### src/core/tpc_pkg.sv
// Shared constants and types of the turret parallel control port
package tpc_pkg;

    // ----------------------------------------------------------------
    // Timing
    // ----------------------------------------------------------------
    localparam int CLK_HZ     = 25_000_000;
    localparam int CLK_KHZ    = CLK_HZ / 1000;
    localparam int QUAL_MS    = 50;
    localparam int DELAY_MS   = 300;
    localparam int MOVE_MS    = 500;
    localparam int SETTLE_MS  = 50;
    localparam int QUAL_CYC   = QUAL_MS * CLK_KHZ;
    localparam int DELAY_CYC  = DELAY_MS * CLK_KHZ;
    localparam int MOVE_CYC   = MOVE_MS * CLK_KHZ;
    localparam int SETTLE_CYC = SETTLE_MS * CLK_KHZ;
    localparam int TMR_W      = 24;

    // ----------------------------------------------------------------
    // Positions, codes and selections
    // ----------------------------------------------------------------
    localparam logic [2:0] POS_FIRST = 3'h1;
    localparam logic [2:0] POS_LAST  = 3'h5;
    localparam logic [2:0] POS_RESET = 3'h1;
    localparam logic [2:0] CODE_NONE = 3'h7;
    localparam int         CH_FWD    = 0;
    localparam int         CH_REV    = 1;
    localparam logic       DIR_FWD   = 1'b0;
    localparam logic       DIR_REV   = 1'b1;
    localparam logic       MODE_FOLLOW = 1'b0;
    localparam logic       MODE_FORCED = 1'b1;
    localparam logic       DELAY_OFF   = 1'b0;
    localparam logic       DELAY_ON    = 1'b1;

    typedef enum logic [1:0] {
        ST_IDLE   = 2'b00,
        ST_DELAY  = 2'b01,
        ST_MOVE   = 2'b10,
        ST_SETTLE = 2'b11
    } tpc_state_t;

    // Position code as {bit3, bit2, bit1}, low = asserted
    function automatic logic [2:0] tpc_pos_code(input logic [2:0] pos);
        case (pos)
            3'h1:    tpc_pos_code = 3'h6;
            3'h2:    tpc_pos_code = 3'h5;
            3'h3:    tpc_pos_code = 3'h4;
            3'h4:    tpc_pos_code = 3'h3;
            3'h5:    tpc_pos_code = 3'h2;
            default: tpc_pos_code = CODE_NONE;
        endcase
    endfunction

endpackage

### src/core/tpc_tmr_if.sv
// Interface between the sequencer and its interval timer
`timescale 1ns/1ns
`default_nettype none
interface tpc_tmr_if #(parameter int W = 24);
    logic         load;
    logic [W-1:0] value;
    logic         expired;
    modport ctrl (output load, output value, input expired);
    modport tmr  (input load, input value, output expired);
endinterface
`default_nettype wire

### src/core/tpc_timer.sv
// Loadable down-counting interval timer
`timescale 1ns/1ns
`default_nettype none
module tpc_timer
    import tpc_pkg::*;
#(
    parameter int W = TMR_W
) (
    // Clock and reset
    input wire logic clk_i,
    input wire logic reset_n_i,
    // Timer port
    tpc_tmr_if.tmr   tif
);
    if (W < 2) begin : g_chk
        $error("W must be at least 2");
    end

    typedef struct packed {
        logic [W-1:0] cnt;
    } tpc_tmr_st_t;

    tpc_tmr_st_t r;
    tpc_tmr_st_t s;

    always_comb begin
        s = r;
        if (tif.load) begin
            s.cnt = tif.value;
        end else if (r.cnt != '0) begin
            s.cnt = r.cnt - 1'b1;
        end
    end

    always_ff @(posedge clk_i or negedge reset_n_i) begin
        if (!reset_n_i) begin
            r <= '0;
        end else begin
            r <= s;
        end
    end

    assign tif.expired = (r.cnt == '0);
endmodule
`default_nettype wire

### src/core/tpc_cmd_filter.sv
// Low-level qualification filter for the rotation command inputs
`timescale 1ns/1ns
`default_nettype none
module tpc_cmd_filter
    import tpc_pkg::*;
#(
    parameter int N        = 2,
    parameter int QUAL_CYC = tpc_pkg::QUAL_CYC
) (
    // Clock and reset
    input  wire logic         clk_i,
    input  wire logic         reset_n_i,
    // Commands
    input  wire logic [N-1:0] raw_n_i,
    output logic      [N-1:0] qual_o
);
    localparam int CW = $clog2(QUAL_CYC + 1);
    localparam logic [CW-1:0] QMAX = CW'(QUAL_CYC);

    if (QUAL_CYC < 2) begin : g_chk
        $error("QUAL_CYC must be at least 2");
    end

    typedef struct packed {
        logic [N-1:0][CW-1:0] cnt;
        logic [N-1:0]         qual;
    } tpc_flt_st_t;

    tpc_flt_st_t          r;
    tpc_flt_st_t          s;
    logic [N-1:0][CW-1:0] cnt_nxt;

    for (genvar i = 0; i < N; i++) begin : g_ch
        assign cnt_nxt[i] = raw_n_i[i] ? '0 :
            ((r.cnt[i] == QMAX) ? QMAX : r.cnt[i] + 1'b1);

    end

    always_comb begin
        s = r;
        for (int j = 0; j < N; j++) begin
            s.cnt[j]  = cnt_nxt[j];
            s.qual[j] = (cnt_nxt[j] == QMAX);
        end
    end

    always_ff @(posedge clk_i or negedge reset_n_i) begin
        if (!reset_n_i) begin
            r <= '0;
        end else begin
            r <= s;
        end
    end

    assign qual_o = r.qual;
endmodule
`default_nettype wire

### src/core/tpc_turret_port.sv
// Parallel control port of a motorized objective turret
`timescale 1ns/1ns
`default_nettype none
module tpc_turret_port
    import tpc_pkg::*;
#(
    parameter int QUAL_CYC   = tpc_pkg::QUAL_CYC,
    parameter int DELAY_CYC  = tpc_pkg::DELAY_CYC,
    parameter int MOVE_CYC   = tpc_pkg::MOVE_CYC,
    parameter int SETTLE_CYC = tpc_pkg::SETTLE_CYC
) (
    // Clock and reset
    input  wire logic clk_i,
    input  wire logic reset_n_i,
    // Rotation commands
    input  wire logic forward_cmd_n_i,
    input  wire logic reverse_cmd_n_i,
    // Configuration
    input  wire logic start_delay_select_i,
    input  wire logic rotating_out_mode_select_i,
    // Status
    output logic      position_code_bit1_n_o,
    output logic      position_code_bit2_n_o,
    output logic      position_code_bit3_n_o,
    output logic      in_position_n_o,
    output logic      rotating_flag_o,
    output logic      rotating_flag_n_o,
    // Motor drive
    output logic      motor_fwd_o,
    output logic      motor_rev_o
);
    // ----------------------------------------------------------------
    // Parameter checks
    // ----------------------------------------------------------------
    localparam longint TMR_MAX = (64'h1 << TMR_W) - 1;

    if (DELAY_CYC < 1 || DELAY_CYC > TMR_MAX) begin : g_chk_delay
        $error("DELAY_CYC out of timer range");
    end
    if (MOVE_CYC < 2 || MOVE_CYC > TMR_MAX) begin : g_chk_move
        $error("MOVE_CYC out of timer range");
    end
    if (SETTLE_CYC < 2 || SETTLE_CYC > TMR_MAX) begin : g_chk_settle
        $error("SETTLE_CYC out of timer range");
    end

    localparam logic [TMR_W-1:0] T_DELAY  = TMR_W'(DELAY_CYC);
    localparam logic [TMR_W-1:0] T_MOVE   = TMR_W'(MOVE_CYC);
    localparam logic [TMR_W-1:0] T_SETTLE = TMR_W'(SETTLE_CYC);

    // ----------------------------------------------------------------
    // State
    // ----------------------------------------------------------------
    typedef struct packed {
        tpc_state_t state;
        logic [2:0] pos;
        logic       dir;
        logic [1:0] qprev;
        logic [2:0] code;
        logic       in_pos_n;
        logic       rot;
        logic       rot_n;
        logic       mfwd;
        logic       mrev;
    } tpc_top_st_t;

    tpc_top_st_t r;
    tpc_top_st_t s;

    tpc_tmr_if #(.W(TMR_W)) tif ();

    logic [1:0] q;
    logic [1:0] newq;
    logic       rev_ok;
    logic       go_fwd;
    logic       go_rev;
    logic       again;

    // ----------------------------------------------------------------
    // Command qualification and timer
    // ----------------------------------------------------------------
    tpc_cmd_filter #(
        .N        (2),
        .QUAL_CYC (QUAL_CYC)
    ) u_filter (
        .clk_i     (clk_i),
        .reset_n_i (reset_n_i),
        .raw_n_i   ({reverse_cmd_n_i, forward_cmd_n_i}),
        .qual_o    (q)
    );

    tpc_timer #(
        .W (TMR_W)
    ) u_timer (
        .clk_i     (clk_i),
        .reset_n_i (reset_n_i),
        .tif       (tif)
    );

    // ----------------------------------------------------------------
    // Start decisions
    // ----------------------------------------------------------------
    assign newq   = q & ~r.qprev;
    // Reverse from the first position needs forward held as well
    assign rev_ok = (r.pos != POS_FIRST) || q[CH_FWD];
    // Forward alone only while reverse is released
    assign go_fwd = newq[CH_FWD] && reverse_cmd_n_i;
    assign go_rev = newq[CH_REV] && rev_ok;
    assign again  = (r.dir == DIR_FWD) ? q[CH_FWD] && reverse_cmd_n_i
                                       : q[CH_REV] && rev_ok;

    // ----------------------------------------------------------------
    // Sequencer
    // ----------------------------------------------------------------
    always_comb begin
        s         = r;
        s.qprev   = q;
        tif.load  = 1'b0;
        tif.value = '0;
        case (r.state)
            ST_IDLE: begin
                if (go_rev || go_fwd) begin
                    s.dir = go_rev ? DIR_REV : DIR_FWD;
                    tif.load = 1'b1;
                    if (start_delay_select_i == DELAY_ON) begin
                        s.state   = ST_DELAY;
                        tif.value = T_DELAY;
                    end else begin
                        s.state   = ST_MOVE;
                        tif.value = T_MOVE;
                    end
                end
            end
            ST_DELAY: begin
                if (tif.expired) begin
                    s.state   = ST_MOVE;
                    tif.load  = 1'b1;
                    tif.value = T_MOVE;
                end
            end
            ST_MOVE: begin
                if (tif.expired) begin
                    if (r.dir == DIR_FWD) begin
                        s.pos = (r.pos == POS_LAST) ? POS_FIRST
                                                    : r.pos + 3'h1;
                    end else begin
                        s.pos = (r.pos == POS_FIRST) ? POS_LAST
                                                     : r.pos - 3'h1;
                    end
                    s.state   = ST_SETTLE;
                    tif.load  = 1'b1;
                    tif.value = T_SETTLE;
                end
            end
            ST_SETTLE: begin
                if (tif.expired) begin
                    if (again) begin
                        s.state   = ST_MOVE;
                        tif.load  = 1'b1;
                        tif.value = T_MOVE;
                    end else begin
                        s.state = ST_IDLE;
                    end
                end
            end
            default: begin
                s.state = ST_IDLE;
            end
        endcase

        // Status outputs; turret still rests at its stop during the delay
        s.in_pos_n = !(s.state == ST_IDLE || s.state == ST_DELAY);
        s.code     = s.in_pos_n ? CODE_NONE : tpc_pos_code(s.pos);
        s.rot      = (s.state == ST_MOVE);
        s.rot_n    = (rotating_out_mode_select_i == MODE_FORCED)
                     ? 1'b1 : !s.rot;
        s.mfwd     = s.rot && (s.dir == DIR_FWD);
        s.mrev     = s.rot && (s.dir == DIR_REV);
    end

    always_ff @(posedge clk_i or negedge reset_n_i) begin
        if (!reset_n_i) begin
            r          <= '0;
            r.state    <= ST_IDLE;
            r.pos      <= POS_RESET;
            r.dir      <= DIR_FWD;
            r.code     <= 3'h6;
            r.in_pos_n <= 1'b0;
            r.rot_n    <= 1'b1;
        end else begin
            r <= s;
        end
    end

    assign position_code_bit1_n_o = r.code[0];
    assign position_code_bit2_n_o = r.code[1];
    assign position_code_bit3_n_o = r.code[2];
    assign in_position_n_o        = r.in_pos_n;
    assign rotating_flag_o        = r.rot;
    assign rotating_flag_n_o      = r.rot_n;
    assign motor_fwd_o            = r.mfwd;
    assign motor_rev_o            = r.mrev;
endmodule
`default_nettype wire

### config.mk
export PLATFORM = sky130hd
export DESIGN_NAME = tpc_turret_port
export DESIGN_NICKNAME = d
export VERILOG_FILES = /design/src/core/tpc_pkg.sv /design/src/core/tpc_tmr_if.sv /design/src/core/tpc_timer.sv /design/src/core/tpc_cmd_filter.sv /design/src/core/tpc_turret_port.sv
export SDC_FILE = /design/constraint.sdc
export NUM_CORES = 1
export LEC_CHECK = 0
export BUFFER_PORTS_ARGS = -buffer_cell sky130_fd_sc_hd__buf_4
export CORE_MARGIN = 3
export CORE_UTILIZATION = 38
export CTS_CLUSTER_DIAMETER = 40
export DETAILED_ROUTE_END_ITERATION = 6
export PLACE_DENSITY = 0.59
export SLEW_MARGIN = 20
export SYNTH_ARGS = -nofsm -noshare
export SYNTH_HDL_FRONTEND = slang
export SYNTH_SLANG_ARGS = --single-unit
### constraint.sdc
create_clock -name clk_i -period 8.2 [get_ports clk_i]
set_input_delay 0.41 -clock clk_i [delete_from_list [all_inputs] [get_ports clk_i]]
set_output_delay 0.41 -clock clk_i [all_outputs]
set_load 0.1 [all_outputs]
Word-level counts from Yosys, hierarchy flattened
Index checks and enable logic that the tools add are counted.
{"block": "totals", "ff_bits": 84, "latchBits": 0, "ramBits": 0, "rom_bits": 0, "input_bits": 6, "wordCells": 92, "mem_count": 0}
{"block": "op_classes", "n_addsub": 5, "mul": 0, "div_mod_pow": 0, "magnitude_cmp": 0, "n_eq_ne": 17, "n_shift": 0, "n_mux": 36, "n_bitwise": 3, "n_reduce_logical": 17}
{"operator": "two-way mux 24 bit", "count": 7}
{"operator": "two-way mux 21 bit", "count": 5}
{"operator": "case mux 24 bit (4 select lines)", "count": 1}
{"operator": "== test 21 bit, second input constant", "count": 4}
{"operator": "adder 21 x 1 -> 21 bit, second input constant", "count": 2}
{"operator": "zero test 24 bit", "count": 1}
{"operator": "nonzero test 24 bit", "count": 1}
{"operator": "subtractor 24 x 1 -> 24 bit, second input constant", "count": 1}
{"operator": "two-way mux 3 bit", "count": 5}
{"operator": "case mux 3 bit (5 select lines)", "count": 1}
{"operator": "two-way mux 2 bit", "count": 5}
{"operator": "== test 3 bit, second input constant", "count": 3}
{"operator": "two-way mux 1 bit", "count": 9}
{"operator": "case mux 2 bit (4 select lines)", "count": 1}
{"operator": "== test 2 bit, second input constant", "count": 3}
{"operator": "== test 3 x 1 -> 1 bit, second input constant", "count": 2}
{"operator": "== test 3 x 2 -> 1 bit, second input constant", "count": 2}
{"operator": "logical AND 1 bit", "count": 6}
{"operator": "two-way mux 5 bit", "count": 1}
{"operator": "== test 2 x 1 -> 1 bit, second input constant", "count": 2}
{"operator": "zero test 2 bit", "count": 2}
{"operator": "adder 3 x 1 -> 3 bit, second input constant", "count": 1}
{"operator": "logical OR 1 bit", "count": 3}
{"operator": "inequality test 3 x 1 -> 1 bit, second input constant", "count": 1}
{"operator": "other kinds (8)", "count": 9}

Longest topological paths before layout
{"block": "depth", "word_depth": 10, "ltp_mapped": 9, "mapped_depth_nobuf": 9}

Cells and area by module
A second synthesis with hierarchy kept.
{"block": "unflattened", "hier_cells": 554, "area_unflattened_um2": 5111.2}
{"mod": "tpc_cmd_filter", "n_inst": 1, "cells_per_inst": 285, "area_each_um2": 2600.0, "seq_area_each_um2": 1101.1}
{"mod": "tpc_timer", "n_inst": 1, "cells_per_inst": 164, "area_each_um2": 1506.4, "seq_area_each_um2": 600.6}
{"mod": "tpc_turret_port", "n_inst": 1, "cells_per_inst": 105, "area_each_um2": 1004.7, "seq_area_each_um2": 380.4}

Worst setup path before layout
Ideal clock, no wire load.
{"block": "synth_path", "kind": "register to register", "start": "register u_timer.r[9] (netlist name)", "end": "register r (netlist bit position_code_bit3_n_o)", "setup_time_ns": 0.088, "arrival_ns": 2.659, "required_time_ns": 8.112, "setup_slack_ns": 5.453, "stages_incl_launch_ff": 8, "n_path_buf": 1, "period_less_slack_ns": 2.747, "path_cell_list": "dfrtp_1 -> or4_4 -> or4_1 -> buf_2 -> or4_4 -> a31oi_4 -> inv_2 -> or3_1"}
{"element": "start: declaration", "line_no": "tpc_timer.sv:23", "rtl": "tpc_tmr_st_t r;"}
{"element": "start signal: assignment", "line_no": "tpc_timer.sv:39", "rtl": "r <= s;"}
{"element": "end signal: assignment", "line_no": "tpc_turret_port.sv:191", "rtl": "r <= s;"}
{"element": "end: declaration", "line_no": "tpc_turret_port.sv:67", "rtl": "tpc_top_st_t r;"}

Final worst setup path
{"block": "layout_path", "start": "register u_timer.r[9] (netlist name)", "end": "register u_timer.r[15] (netlist name)"}
{"block": "layout_via", "elab_chain_len": 4, "elab_cells_between_ends": 12, "cone_classes": "add/sub (1); mux (8); reduce/logical (3)"}
{"element": "branches (longest 4 deep; another with subtractor 24 x 1 -> 24 bit)"}
Parallel ways; which one is timed is not known. The select of a mux whose other input is x is not followed.
A chain may end at the register's enable or synchronous reset.

==> flow_summary.toml <==
[power]
irDropWorstVdd_mv = 0.0904
power_leakage_nw = 2.19
p_total_uw = 887
p_per_area_mw_per_mm2 = 165

[route]
route.detailed.drc = 0
vias = 3834
post_drt_via_cell_ratio = 5.38
wl_per_cell_um = 14.8
first_pass_iters = 5
drt_iter0_markers = 275
wl_mm = 10.6
antenna_left = 0

[logic_synthesis]
ys_seq_elements = 84
ys_warn_count = 0
synthDistinctLibCells = 55
ys_async_sr_fraction = 1.00
synth_cells = 533
syn_area_per_cell_um2 = 9.02
synth_top_area_share = 0.417
synth-edff-count = 0
yosys.area.top_type = "dfrtp_1"
syn-num-nets = 554
ys.flop_type = "dfrtp_1"
ys_seq_area_frac = 0.438
synth_area_mm2 = 0.00481
synth_area_leaders = "dfrtp_1, nor2_1, xnor2_1"
synth_common_cells = "nor2_1, dfrtp_1, nand2_1"
yosysMostFrequentCell = "nor2_1"

[floorplan]
num_rows = 40
coreArea_mm2 = 0.0122
die_w_um = 118
io_pins = 14
die_h_um = 118
start_util = 0.394
dieArea_mm2 = 0.0140

[sta]
slew_viol_final = 0
rsz0062_at_grt = "no"
hold_ws_ns = 0.264
skew_ns = 0.00936
worst_pin_slew_ns = 0.938
slew-limit-headroom = 0.374
post-route-min-period_ns = 3.39
hold_viol_final = 0
finalCritPeriodShare = 0.413
setup-tns-final_ns = 0
max_clock_freq_ghz = 0.295
setup_violations = 0

[outcome]
status = "completed"

[clock_tree]
cts.sinks = 84
cts_root_buf = "clkbuf_16"
post_cts_buffers = 0
insertion_delay_ns = 0.34
cts_tree = "done"
ctsResizeCount = 0
path_clk_slew_ns = 0.06
clockBufferDepth = 2
cts_made_buffers = 9
htree_levels = 3

[setup_path]
r2r-start = "u_timer.r[9]$_DFFE_PN0P_"
critPathMaxFanout = 14
rrSetupSlack_ns = 4.81
r2r_cells = 6
critPathSlowestCell = "o31ai_1"
criticalPathCategory = "reg -> reg"
slowest_delay_ns = 0.86
endpoint_kind = "flop"
crit_required_ns = 8.47
worstPathArrival_ns = 3.66
worst_r2r_endpoint = "u_timer.r[15]$_DFFE_PN0P_"
crit_chain = "or4_4, nor4_1, nand3_1, o31ai_1, a21oi_1, nor2_1"
start_kind = "flop"

[cells_and_area]
antenna_cells = 0
fin_util = 0.441
fill_cells = 1171
stdcell_count = 713
nets = 561
drive_gt1_frac = 0.0844
area_growth_pct = 12.0

[global_route]
grt_use_total = 0.160
overflow = 0
antenna_found_initial = 0
grt_max_degree = 61
grt_pass1_vias = 3839
grt_pass1_wl_mm = 18.4
use_met2 = 0.265
grtUsageMet1 = 0.205
grt_use_met3 = 0.0359
grt-busiest-layer = "met2"

[run]
drv_cap = 0

[min_path]
whs_path_depth = 2
holdPathEnd = "rotating_flag_n_o$_DFF_PN1_"
hp-class = "in -> reg"
min-delay-start = "rotating_out_mode_select_i"

[placed_design]
io_buffer_count = 13
routabilityCongestion = 0.843
dp_hpwl_mm = 7.39
place_inst = 696
[cell families (layout without fill, tap and decap cells)]
logic type / after synthesis / after routing / share of synthesized area
AOI/OAI and AO/OA: 77 / 77 / 0.104
muxes: 3 / 3 / 0.00651
xor gates and xnor gates: 60 / 60 / 0.109
and+or+nand+nor: 254 / 254 / 0.271
DFF: 84 / 84 / 0.438
buffers and inverters: 40 / 52 / 0.0315
adders and majority gates: 15 / 15 / 0.0391
[cell usage in the layout, fill, tap and decap left out, drive strengths merged, types with 3 or more instances in the layout]
cell	count
nor2	84
dfrtp	80
nand2	42
xnor2	31
xor2	29
a21oi	26
nand3	25
inv	20
nor3	19
nor4	16
o21ai	15
ha	15
buf	15
nand4	12
clkbuf	10
or4	7
and2	6
a211oi	6
and3	5
nand3b	5
a2111oi	5
nand4b	4
and4	4
or3	4
dfstp	4
a31oi	4
nor2b	3
a21o	3
o22ai	3
nor4b	3
o31ai	3
nand2b	3
or2	3
[power breakdown]
group          internal [mW]  leakage (nW)  switching [mW]
registers              0.417          1.10         0.00403
logic                0.00917         0.935          0.0201
clock network          0.267         0.149           0.170
total                  0.693          2.19           0.194
[critical path: cells and delay by family (launching register included)]
kind               cells  cell delay (ns)
and+or+nand+nor        4             1.92
AOI/OAI and AO/OA      2             0.96
DFF                    1             0.44
[final cells by class]
| cell class | count | area [um^2] | area share |
|---|---|---|---|
| clock buffers | 10 | 229 | 0.0426 |
| clock inverters | 6 | 88.8 | 0.0165 |
| inverters | 20 | 75.1 | 0.0140 |
| flip-flops and latches | 84 | 2110 | 0.392 |
| well taps | 168 | 210 | 0.0391 |
| repair buffers | 16 | 123 | 0.0228 |
| multi-input cells | 409 | 2550 | 0.473 |
[through the flow]
step / worst slack, ns / cell area, um^2
2_1_floorplan: 5.45 / 4810
3_3_place_gp: 4.99 / 5050
3_5_place_dp: 4.82 / 5050
4_1_cts: 4.82 / 5380
5_1_grt: 4.41 / 5380
6_report: 4.81 / 5380
[registers in the layout (all words and copies together), names as in the netlist, 2 cells and up]
signal / cells
u_timer.r: 24
u_filter.qual_o: 2
r: 8
u_filter.r: 42
[layer usage]
layer,routed length (um),part of all wire
met1,4900,0.46
met4,138,0.013
met2,5190,0.49
met5,0,0
met3,331,0.031
[repair_timing]
| action | in CTS | in global routing |
|---|---|---|
| hold endpoints to repair | 21 | 0 |
| endpoints found under the setup margin | 0 | 0 |
| hold buffers | 1 | 0 |
[how the worst max path moves through the flow]
| stage | start | to | cells past startpoint |
|---|---|---|---|
| 2_1_floorplan | u_timer.r[9]$_DFFE_PN0P_ | position_code_bit3_n_o$_DFF_PN1_ | 7 |
| 3_3_place_gp | u_timer.r[9]$_DFFE_PN0P_ | u_timer.r[18]$_DFFE_PN0P_ | 6 |
| 3_5_place_dp | u_timer.r[9]$_DFFE_PN0P_ | u_timer.r[15]$_DFFE_PN0P_ | 6 |
| 4_1_cts | u_timer.r[9]$_DFFE_PN0P_ | u_timer.r[15]$_DFFE_PN0P_ | 6 |
| 5_1_grt | u_timer.r[9]$_DFFE_PN0P_ | u_timer.r[18]$_DFFE_PN0P_ | 6 |
| 6_report | u_timer.r[9]$_DFFE_PN0P_ | u_timer.r[15]$_DFFE_PN0P_ | 6 |
No activity file was read; power rests on OpenSTA's default activity.
